## config.mk

```make
export PLATFORM = sky130hd
export DESIGN_NAME = eesp_device_flat
export DESIGN_NICKNAME = d
export VERILOG_FILES = /design/src/eesp_pkg.sv /design/src/eesp_if.sv /design/src/eesp_sync.sv /design/src/eesp_device.sv /design/src/flat_wrapper.sv
export SDC_FILE = /design/constraint.sdc
export NUM_CORES = 1
export LEC_CHECK = 0
export BUFFER_PORTS_ARGS = -buffer_cell sky130_fd_sc_hd__buf_2
export CAP_MARGIN = 20
export CORE_AREA = 2 2 80 82
export DETAILED_ROUTE_END_ITERATION = 6
export DIE_AREA = 0 0 82 84
export GPL_ROUTABILITY_DRIVEN = 0
export GPL_TIMING_DRIVEN = 0
export PLACE_DENSITY = 0.69
export SKIP_CTS_REPAIR_TIMING = 1
export SLEW_MARGIN = 10
export SYNTH_ARGS = -nofsm -noshare
export SYNTH_HDL_FRONTEND = slang
export SYNTH_SLANG_ARGS = --single-unit
```

## constraint.sdc

```tcl
create_clock -name clock -period 1.73 [get_ports clock]
set_input_delay 0 -clock clock [delete_from_list [all_inputs] [get_ports clock]]
set_output_delay 0 -clock clock [all_outputs]
set_load 0.02 [all_outputs]
```

## src/eesp_pkg.sv

```systemverilog
// Shared constants for the serial configuration port and its programmer
package eesp_pkg;

    // ------------------------------------------------------------
    // Frame layout
    // ------------------------------------------------------------
    localparam int          FRAME_BITS    = 16;
    localparam int          CNT_W         = 5;
    localparam logic [4:0]  CNT_FULL      = 5'h10;
    localparam logic [4:0]  CNT_SAT       = 5'h1F;
    localparam logic [4:0]  ECHO_FIRST    = 5'h07;
    localparam logic [4:0]  ECHO_LAST     = 5'h0E;
    localparam logic [4:0]  DATA_START    = 5'h08;
    localparam int          ADDR_LSB_POS  = 0;
    localparam int          ADDR_MSB_POS  = 1;
    localparam int          OP_POS        = 2;
    localparam int          FILL_LSB_POS  = 3;
    localparam int          FILL_MSB_POS  = 7;
    localparam int          DATA_LSB_POS  = 8;
    localparam int          DATA_MSB_POS  = 15;
    localparam int          DATA_W        = 8;
    localparam logic        OP_READ       = 1'b1;
    localparam logic        OP_WRITE      = 1'b0;
    localparam logic [4:0]  FILL_ZERO     = 5'h00;

    // ------------------------------------------------------------
    // Configuration registers
    // ------------------------------------------------------------
    localparam int          NUM_REGS             = 2;
    localparam logic [1:0]  LOOP_FILTER_CONFIG   = 2'h0;
    localparam logic [1:0]  POLE_AND_SPEED_CONFIG = 2'h1;
    localparam int          ZERO_MSB  = 7;
    localparam int          ZERO_LSB  = 5;
    localparam int          COAST_BIT = 4;
    localparam int          SYNC_BIT  = 3;
    localparam int          GAIN_MSB  = 2;
    localparam int          GAIN_LSB  = 0;
    localparam int          POLE_MSB  = 7;
    localparam int          POLE_LSB  = 2;
    localparam int          FSEL_MSB  = 1;
    localparam int          FSEL_LSB  = 0;
    localparam logic [7:0]  LOOP_FILTER_DEFAULT = 8'h80;
    localparam logic [7:0]  POLE_SPEED_DEFAULT  = 8'h70;

    // ------------------------------------------------------------
    // Programmer register map and timing
    // ------------------------------------------------------------
    localparam logic [7:0]  REG_CTRL     = 8'h00;
    localparam logic [7:0]  REG_CMD      = 8'h04;
    localparam logic [7:0]  REG_STATUS   = 8'h08;
    localparam logic [7:0]  REG_RDATA    = 8'h0C;
    localparam int          CTRL_TEST_BIT = 0;
    localparam int          CMD_READ_BIT  = 2;
    localparam int          CMD_DATA_LSB  = 8;
    localparam int          STAT_BUSY_BIT = 0;
    localparam int          STAT_DONE_BIT = 1;
    localparam int          SYNC_STAGES   = 3;
    localparam int          CLK_FREQ_MHZ  = 25;
    localparam int          PROG_TIME_US  = 5000;
    localparam int          PROG_CYCLES_DEF = PROG_TIME_US * CLK_FREQ_MHZ;
    localparam int          SCLK_HALF_DEF = 8;
    localparam int          SCLK_HALF_MIN = 5;

endpackage

```

## src/eesp_if.sv

```systemverilog
// Serial configuration link between programmer and device
`timescale 1ns/100ps
interface eesp_if;
    logic test_strap;
    logic shift_clock;
    logic transfer_frame_enable;
    logic serial_in;
    logic prog_strobe;
    logic serial_out;

    modport device (
        input  test_strap,
        input  shift_clock,
        input  transfer_frame_enable,
        input  serial_in,
        input  prog_strobe,
        output serial_out
    );

    modport host (
        output test_strap,
        output shift_clock,
        output transfer_frame_enable,
        output serial_in,
        output prog_strobe,
        input  serial_out
    );
endinterface

```

## src/eesp_sync.sv

```systemverilog
// Three-stage input synchroniser with agreement filter
`timescale 1ns/100ps
module eesp_sync
    import eesp_pkg::*;
#(
    parameter int WIDTH = 1
)
(
    input  wire logic             clock,
    input  wire logic             rst,
    input  wire logic [WIDTH-1:0] async_in,
    output logic      [WIDTH-1:0] sync_out
);
    logic [WIDTH-1:0] stage1_r;
    logic [WIDTH-1:0] stage2_r;
    logic [WIDTH-1:0] stage3_r;
    logic [WIDTH-1:0] out_r;
    logic [WIDTH-1:0] out_nxt;

    // Stage 1 feeds stage 2 only; the filter looks at stages 2 and 3
    genvar i;
    generate
        for (i = 0; i < WIDTH; i++)
        begin : g_bit
            assign out_nxt[i] = (stage2_r[i] == stage3_r[i]) ? stage3_r[i] : out_r[i];
        end
    endgenerate

    always_ff @(posedge clock)
    begin
        if (rst)
        begin
            stage1_r <= '0;
            stage2_r <= '0;
            stage3_r <= '0;
            out_r    <= '0;
        end
        else
        begin
            stage1_r <= async_in;
            stage2_r <= stage1_r;
            stage3_r <= stage2_r;
            out_r    <= out_nxt;
        end
    end

    assign sync_out = out_r;
endmodule

```

## src/eesp_device.sv

```systemverilog
// Device end: serial configuration port with two nonvolatile registers
`timescale 1ns/100ps
module eesp_device
    import eesp_pkg::*;
#(
    parameter logic [7:0] LOOP_RESET = LOOP_FILTER_DEFAULT,
    parameter logic [7:0] POLE_RESET = POLE_SPEED_DEFAULT
)
(
    input  wire logic  clock,
    input  wire logic  rst,
    eesp_if.device     link,
    input  wire logic  normal_speed_out,
    output logic       normal_freq_sel,
    output logic       normal_start_stop,
    output logic       normal_direction,
    output logic       test_mode,
    output logic [2:0] filter_zero_coeff,
    output logic       coast_enable,
    output logic       sync_rect_enable,
    output logic [2:0] integ_gain_sel,
    output logic [5:0] filter_pole_coeff,
    output logic [1:0] speed_feedback_sel,
    output logic       commit_pulse,
    output logic       frame_discarded
);
    // ------------------------------------------------------------
    // Pin synchronisation
    // ------------------------------------------------------------
    logic [4:0] pins_s;
    logic       test_s;
    logic       sclk_s;
    logic       en_s;
    logic       sdi_s;
    logic       vpp_s;

    eesp_sync #(.WIDTH(5)) u_sync (
        .clock    (clock),
        .rst      (rst),
        .async_in ({link.test_strap, link.shift_clock, link.transfer_frame_enable,
                    link.serial_in, link.prog_strobe}),
        .sync_out (pins_s)
    );

    assign test_s = pins_s[4];
    assign sclk_s = pins_s[3];
    assign en_s   = pins_s[2];
    assign sdi_s  = pins_s[1];
    assign vpp_s  = pins_s[0];

    // ------------------------------------------------------------
    // State
    // ------------------------------------------------------------
    logic [CNT_W-1:0]      cnt_r;
    logic [CNT_W-1:0]      cnt_nxt;
    logic [FRAME_BITS-1:0] frame_sr_r;
    logic [FRAME_BITS-1:0] inreg_r;
    logic                  inreg_valid_r;
    logic [DATA_W-1:0]     nvm_r [0:NUM_REGS-1];
    logic                  sclk_q_r;
    logic                  en_q_r;
    logic                  vpp_q_r;
    logic                  pin14_r;
    logic                  pin14_nxt;
    logic [2:0]            normal_r;
    logic                  commit_r;
    logic                  discard_r;

    function automatic logic addr_ok(input logic [1:0] a);
        addr_ok = (a == LOOP_FILTER_CONFIG) || (a == POLE_AND_SPEED_CONFIG);
    endfunction

    // ------------------------------------------------------------
    // Edge and frame decode
    // ------------------------------------------------------------
    wire                     sclk_rise   = sclk_s & ~sclk_q_r;
    wire                     en_rise     = en_s & ~en_q_r;
    wire                     en_fall     = ~en_s & en_q_r;
    wire                     vpp_rise    = vpp_s & ~vpp_q_r;
    wire                     shift_now   = test_s & en_s & ~en_rise & sclk_rise;
    wire                     store_bit   = shift_now & (cnt_r < CNT_FULL);
    wire                     frame_good  = test_s & en_fall & (cnt_r == CNT_FULL);
    wire                     frame_bad   = test_s & en_fall & (cnt_r != CNT_FULL);
    wire [1:0]               rx_addr     = frame_sr_r[ADDR_MSB_POS:ADDR_LSB_POS];
    wire                     rx_read     = (frame_sr_r[OP_POS] == OP_READ);
    wire [DATA_W-1:0]        rd_byte     = addr_ok(rx_addr) ? nvm_r[rx_addr[0]] : '0;
    wire [CNT_W-1:0]         echo_idx    = cnt_r - ECHO_FIRST;
    wire                     echo_window = (cnt_r >= ECHO_FIRST) && (cnt_r <= ECHO_LAST);
    wire                     echo_bit    = rx_read & rd_byte[echo_idx[2:0]];
    wire [1:0]               wr_addr     = inreg_r[ADDR_MSB_POS:ADDR_LSB_POS];
    wire [DATA_W-1:0]        wr_data     = inreg_r[DATA_MSB_POS:DATA_LSB_POS];
    wire                     wr_op       = (inreg_r[OP_POS] == OP_WRITE);
    // Strobe accepted only outside a frame and once per latched frame
    wire                     commit      = test_s & ~en_s & vpp_rise & inreg_valid_r & wr_op
                                           & addr_ok(wr_addr);

    // Bit counter restarts at each frame and saturates on overlong frames
    assign cnt_nxt = (~test_s | en_rise)                ? '0 :
                     (shift_now && cnt_r != CNT_SAT)    ? cnt_r + 5'h01 :
                                                          cnt_r;

    // Outside test mode pin 14 carries the normal speed output
    assign pin14_nxt = ~test_s                  ? normal_speed_out :
                       ~en_s                    ? 1'b0 :
                       (shift_now & echo_window) ? echo_bit :
                                                  pin14_r;

    // ------------------------------------------------------------
    // Serial shifting
    // ------------------------------------------------------------
    always_ff @(posedge clock)
    begin
        if (rst)
        begin
            sclk_q_r   <= 1'b0;
            en_q_r     <= 1'b0;
            vpp_q_r    <= 1'b0;
            cnt_r      <= '0;
            frame_sr_r <= '0;
            pin14_r    <= 1'b0;
        end
        else
        begin
            sclk_q_r <= sclk_s;
            en_q_r   <= en_s;
            vpp_q_r  <= vpp_s;
            cnt_r    <= cnt_nxt;
            pin14_r  <= pin14_nxt;
            if (test_s & en_rise)
                frame_sr_r <= '0;
            else if (store_bit)
                frame_sr_r[cnt_r[3:0]] <= sdi_s;
        end
    end

    // ------------------------------------------------------------
    // Input register and nonvolatile store
    // ------------------------------------------------------------
    // A new frame outranks a strobe in the same cycle
    always_ff @(posedge clock)
    begin
        if (rst)
        begin
            inreg_r       <= '0;
            inreg_valid_r <= 1'b0;
        end
        else if (frame_good)
        begin
            inreg_r       <= frame_sr_r;
            inreg_valid_r <= 1'b1;
        end
        else if (vpp_rise | ~test_s)
            inreg_valid_r <= 1'b0;
    end

    // Reset stands in for the stored contents, which real cells keep
    always_ff @(posedge clock)
    begin
        if (rst)
        begin
            nvm_r[LOOP_FILTER_CONFIG[0]]    <= LOOP_RESET;
            nvm_r[POLE_AND_SPEED_CONFIG[0]] <= POLE_RESET;
        end
        else if (commit)
            nvm_r[wr_addr[0]] <= wr_data;
    end

    // ------------------------------------------------------------
    // Normal pin functions and status
    // ------------------------------------------------------------
    always_ff @(posedge clock)
    begin
        if (rst)
        begin
            normal_r  <= '0;
            commit_r  <= 1'b0;
            discard_r <= 1'b0;
        end
        else
        begin
            // Last normal levels are held while pins serve the serial port
            if (~test_s)
                normal_r <= {sclk_s, en_s, sdi_s};
            commit_r  <= commit;
            discard_r <= frame_bad;
        end
    end

    // ------------------------------------------------------------
    // Outputs
    // ------------------------------------------------------------
    assign link.serial_out      = pin14_r;
    assign normal_freq_sel      = normal_r[2];
    assign normal_start_stop    = normal_r[1];
    assign normal_direction     = normal_r[0];
    assign test_mode            = test_s;
    assign filter_zero_coeff    = nvm_r[LOOP_FILTER_CONFIG[0]][ZERO_MSB:ZERO_LSB];
    assign coast_enable         = nvm_r[LOOP_FILTER_CONFIG[0]][COAST_BIT];
    assign sync_rect_enable     = nvm_r[LOOP_FILTER_CONFIG[0]][SYNC_BIT];
    assign integ_gain_sel       = nvm_r[LOOP_FILTER_CONFIG[0]][GAIN_MSB:GAIN_LSB];
    assign filter_pole_coeff    = nvm_r[POLE_AND_SPEED_CONFIG[0]][POLE_MSB:POLE_LSB];
    assign speed_feedback_sel   = nvm_r[POLE_AND_SPEED_CONFIG[0]][FSEL_MSB:FSEL_LSB];
    assign commit_pulse         = commit_r;
    assign frame_discarded      = discard_r;
endmodule

```

## src/flat_wrapper.sv

```systemverilog
// flat-port wrapper written by rule: the top's interface ports become plain ports
module eesp_device_flat import eesp_pkg::*;
#(
    parameter logic [7:0] LOOP_RESET = LOOP_FILTER_DEFAULT,
    parameter logic [7:0] POLE_RESET = POLE_SPEED_DEFAULT
)
  (clock, rst, normal_speed_out, normal_freq_sel, normal_start_stop, normal_direction, test_mode, filter_zero_coeff, coast_enable, sync_rect_enable, integ_gain_sel, filter_pole_coeff, speed_feedback_sel, commit_pulse, frame_discarded, link_test_strap, link_shift_clock, link_transfer_frame_enable, link_serial_in, link_prog_strobe, link_serial_out);
  eesp_if link_i ();
  input  wire logic clock;
  input  wire logic rst;
  input  wire logic normal_speed_out;
  output logic normal_freq_sel;
  output logic normal_start_stop;
  output logic normal_direction;
  output logic test_mode;
  output logic [2:0] filter_zero_coeff;
  output logic coast_enable;
  output logic sync_rect_enable;
  output logic [2:0] integ_gain_sel;
  output logic [5:0] filter_pole_coeff;
  output logic [1:0] speed_feedback_sel;
  output logic commit_pulse;
  output logic frame_discarded;
  input wire logic [$bits(link_i.test_strap)-1:0] link_test_strap;
  input wire logic [$bits(link_i.shift_clock)-1:0] link_shift_clock;
  input wire logic [$bits(link_i.transfer_frame_enable)-1:0] link_transfer_frame_enable;
  input wire logic [$bits(link_i.serial_in)-1:0] link_serial_in;
  input wire logic [$bits(link_i.prog_strobe)-1:0] link_prog_strobe;
  output wire logic [$bits(link_i.serial_out)-1:0] link_serial_out;
  assign link_i.test_strap = link_test_strap;
  assign link_i.shift_clock = link_shift_clock;
  assign link_i.transfer_frame_enable = link_transfer_frame_enable;
  assign link_i.serial_in = link_serial_in;
  assign link_i.prog_strobe = link_prog_strobe;
  assign link_serial_out = link_i.serial_out;
  eesp_device #(.LOOP_RESET(LOOP_RESET), .POLE_RESET(POLE_RESET)) u_core (.clock(clock), .rst(rst), .link(link_i), .normal_speed_out(normal_speed_out), .normal_freq_sel(normal_freq_sel), .normal_start_stop(normal_start_stop), .normal_direction(normal_direction), .test_mode(test_mode), .filter_zero_coeff(filter_zero_coeff), .coast_enable(coast_enable), .sync_rect_enable(sync_rect_enable), .integ_gain_sel(integ_gain_sel), .filter_pole_coeff(filter_pole_coeff), .speed_feedback_sel(speed_feedback_sel), .commit_pulse(commit_pulse), .frame_discarded(frame_discarded));
endmodule
```

==> results.rst <==
.. list-table::
   :header-rows: 1

   * - Metric
     - Value
   * - Total wire length after detailed routing
     - 6.12 mm
   * - Diode insertion count for antenna repair
     - 0
   * - Outcome
     - complete, but fails checks
   * - Fraction of layout instances using a drive strength above 1
     - 27.8%
   * - Layout overhead on the synthesized area
     - 25.4%
   * - Num rows
     - 29
   * - Number of buffers inserted during clock tree synthesis
     - 9
   * - Top-level port count
     - 31
   * - Relative slew slack
     - 61.2%
   * - Type of the most critical hold path
     - primary input to flop
   * - Initial antenna violation count
     - 0
   * - Main area contributors after synthesis
     - dfxtp_1, edfxtp_1, mux2i_1
   * - Final critical-path required period
     - 1.74 ns
   * - RSZ-0062 raised after global routing
     - yes
   * - First-pass detailed-route iteration total
     - 5
   * - Detailed-placement wirelength estimate
     - around 4.0 mm
   * - Number of vias per cell after detailed routing
     - about 5.1
   * - Fmax achieved
     - around 580 MHz
   * - Final setup fails
     - 1
   * - Post-synth top area share
     - 38.7%
   * - Fin cells
     - around 430
   * - TritonCTS clock tree
     - built
   * - Wire length of the first global-routing pass
     - about 9.5 mm
   * - Die H
     - roughly 84 um
   * - Per-instance average area after synthesis
     - around 11 um2
   * - Worst hold slack after final layout
     - -0.00195 ns
   * - Number of max-cap violations
     - 0
   * - Category of the most critical setup path
     - flop to flop
   * - Clock transition at path regs
     - ~0.07 ns
   * - Biggest area consumer among synthesized cells
     - dfxtp_1
   * - Mapped Cells
     - 280
   * - Portion of the clock cycle consumed by the worst path in the final layout
     - 100%
   * - Core region area
     - 0.00610 mm2
   * - Post-DR wirelength/cell
     - roughly 14 um
   * - Number of design rule violations left after detail routing
     - 0
   * - Initial core utilization
     - about half
   * - Clock tree root driver cell
     - clkbuf_8
   * - Cell area after synthesis
     - around 0.003 mm2
   * - Library cells used by synthesis
     - 38
   * - Via count of the first global-routing pass
     - approximately 2000
   * - Overall fraction of global-route tracks in use
     - 18.7%
   * - Die Wd
     - 82 um
   * - Vias post-DR
     - ~2200
   * - Critical path endpoint category
     - flop
   * - Leakage power summed over all cells
     - about 1.5 nW
   * - Maximum level of the CTS H-tree
     - 3
   * - Worst Path Arrival
     - between 1.5 and 2 ns
   * - Area of the die
     - between 0.006 and 0.007 mm2
   * - Count of yosys warnings during synthesis
     - 0
   * - Sequential-to-total area share from yosys stat
     - a little over half
   * - Total power density per cell area
     - approximately 850 mW/mm2
   * - # port buffers
     - 29
   * - Worst-path fanout max
     - 5
   * - Grt ovf
     - 0
   * - Final standard cell utilization of the core
     - between 60% and 70%
   * - Top library cells by usage in the layout, fill and taps aside
     - dfxtp_1, buf_2, mux2i_1, nor2_1, nor2b_1
   * - Initial DRC count
     - about 140
   * - Violated checks
     - hold timing, setup timing
   * - Sum of negative setup slack
     - -0.00840 ns
   * - Nets
     - approximately 360
   * - Transition at the pin with the smallest max-transition slack
     - between 0.5 and 0.6 ns
   * - Total of fill cells in the finished design
     - approximately 500
   * - Final Hold Vio Count
     - 1
   * - Final WS setup
     - -0.00840 ns
   * - Placed cell count
     - 386
   * - Source-to-sink clock delay at the later pin of the worst-skew pair
     - ~0.35 ns
   * - Clock Skew
     - 0.00783 ns
   * - Sum of internal, switching and leakage power
     - between 3 and 4 mW
   * - Pin count of the biggest net entering global routing
     - 14
   * - Startpoint type of the worst setup path
     - flop
   * - Number of register bits inferred by synthesis
     - 74
   * - Post-route ant nets
     - 0
   * - Number of max-slew violations in the final report
     - 0
   * - Most common cell after layout, fill and taps aside
     - dfxtp_1
   * - Max rail drop VDD
     - 580 uV
   * - CTS sink cnt
     - 74
   * - Post-Syn Nets
     - a little under 300
   * - Maximum buffer depth of the clock tree
     - 2
   * - Required time of the worst setup path
     - 1.97 ns
## power by group
| group | total (mW) | switching (mW) | internal (mW) |
|---|---|---|---|
| registers | 1.79 | 0.0111 | 1.78 |
| clock network | 1.32 | 0.652 | 0.669 |
| logic | 0.105 | 0.0649 | 0.0404 |
| total | 3.22 | 0.728 | 2.49 |
## registers in the layout (all words and copies together), names as in the netlist, named ones only
signal                  flops
u_core.nvm_r               16
u_core.frame_sr_r          11
u_core.inreg_r             11
u_core.cnt_r                5
u_core.u_sync.stage1_r      5
u_core.u_sync.stage2_r      5
u_core.u_sync.stage3_r      5
u_core.u_sync.sync_out      5
u_core.normal_r             3
u_core.commit_pulse         1
u_core.en_q_r               1
u_core.frame_discarded      1
u_core.inreg_valid_r        1
u_core.link.serial_out      1
u_core.sclk_q_r             1
u_core.vpp_q_r              1
## logic make-up (layout without fill, tap and decap cells)
family	after synthesis	in the layout	share of synthesized area [%]
AND/OR/NAND/NOR	114	114	21.4
flip-flops	74	74	54.6
multiplexers	34	34	11.3
AO/OA/AOI/OAI	26	26	5.54
buffers and inverters	22	91	3.58
adder cells (fa/ha/maj)	5	5	2.08
XOR/XNOR	5	5	1.46
## critical path: stages, from the launching register on
cell	delay [ns]
dfxtp_4	0.37
ha_4	0.18
and3_4	0.19
ha_4	0.15
and4bb_2	0.33
and2_4	0.17
mux2i_1	0.20
nor2_1	0.05
## cell type report
class | instances | area [um2] | area share, %
Buffer | 17 | 119 | 3.15
Clock buffer | 10 | 128 | 3.39
Clock inverter | 6 | 66.3 | 1.76
Inverter | 5 | 23.8 | 0.631
Multi-Input combinational cell | 184 | 1330 | 35.3
Sequential cell | 74 | 1650 | 43.8
Tap cell | 77 | 96.3 | 2.56
Timing Repair Buffer | 53 | 355 | 9.43
## Yosys cell counts (all sizes together)
| library cell | n |
|---|---|
| dfxtp | 58 |
| mux2i | 34 |
| nor2 | 33 |
| nor2b | 21 |
| edfxtp | 16 |
| and2 | 12 |
| nand2 | 11 |
| nand4 | 10 |
| and3 | 9 |
| buf | 9 |
| a21oi | 8 |
| clkbuf | 8 |
| ha | 5 |
| inv | 5 |
| o21ai | 5 |
| nand3 | 4 |
| or2 | 4 |
| and4bb | 3 |
| nand2b | 3 |
| xor2 | 3 |
| a211oi | 2 |
| a21o | 2 |
| a22oi | 2 |
| a31oi | 2 |
| xnor2 | 2 |
| a211o | 1 |
| a311oi | 1 |
| a32oi | 1 |
| and2b | 1 |
| nand4b | 1 |
| nor3b | 1 |
| nor4b | 1 |
| o311a | 1 |
| o31ai | 1 |
## per-stage QoR
stage,hold WS [ns],cell area (um2),worst slack (ns)
final,-0.00195,3770,-0.00840
after global routing,0.0107,3770,-0.0416
after CTS,-0.163,3450,-0.291
after detailed placement,0.213,3250,-0.281
after global placement,0.212,3250,-0.264
after floorplan,0.128,3010,-0.00330
## routing by layer
| layer | track usage, % | routed length [um] | up-vias |
|---|---|---|---|
| met5 | 0 | 0 | - |
| met4 | 7.27 | 121 | 0 |
| met3 | 5.52 | 288 | 10 |
| met2 | 29.0 | 2950 | 57 |
| met1 | 24.4 | 2760 | 1006 |
| li1 | - | - | 1102 |
## final timing paths
check	start	endpoint	slack, ns	cells after the start
worst max-delay path	u_core.cnt_r[1]$_SDFFE_PP0P_	u_core.cnt_r[4]$_SDFFE_PP0P_	-0.008	7
worst min register to register	u_core.u_sync.stage1_r[2]$_SDFF_PP0_	u_core.u_sync.stage2_r[2]$_SDFF_PP0_	0.44	1
worst max register to register	u_core.cnt_r[1]$_SDFFE_PP0P_	u_core.cnt_r[4]$_SDFFE_PP0P_	-0.008	7
worst min-delay path	rst	u_core.u_sync.stage3_r[4]$_SDFF_PP0_	-0.002	2
(Power assumes the default switching activity.)
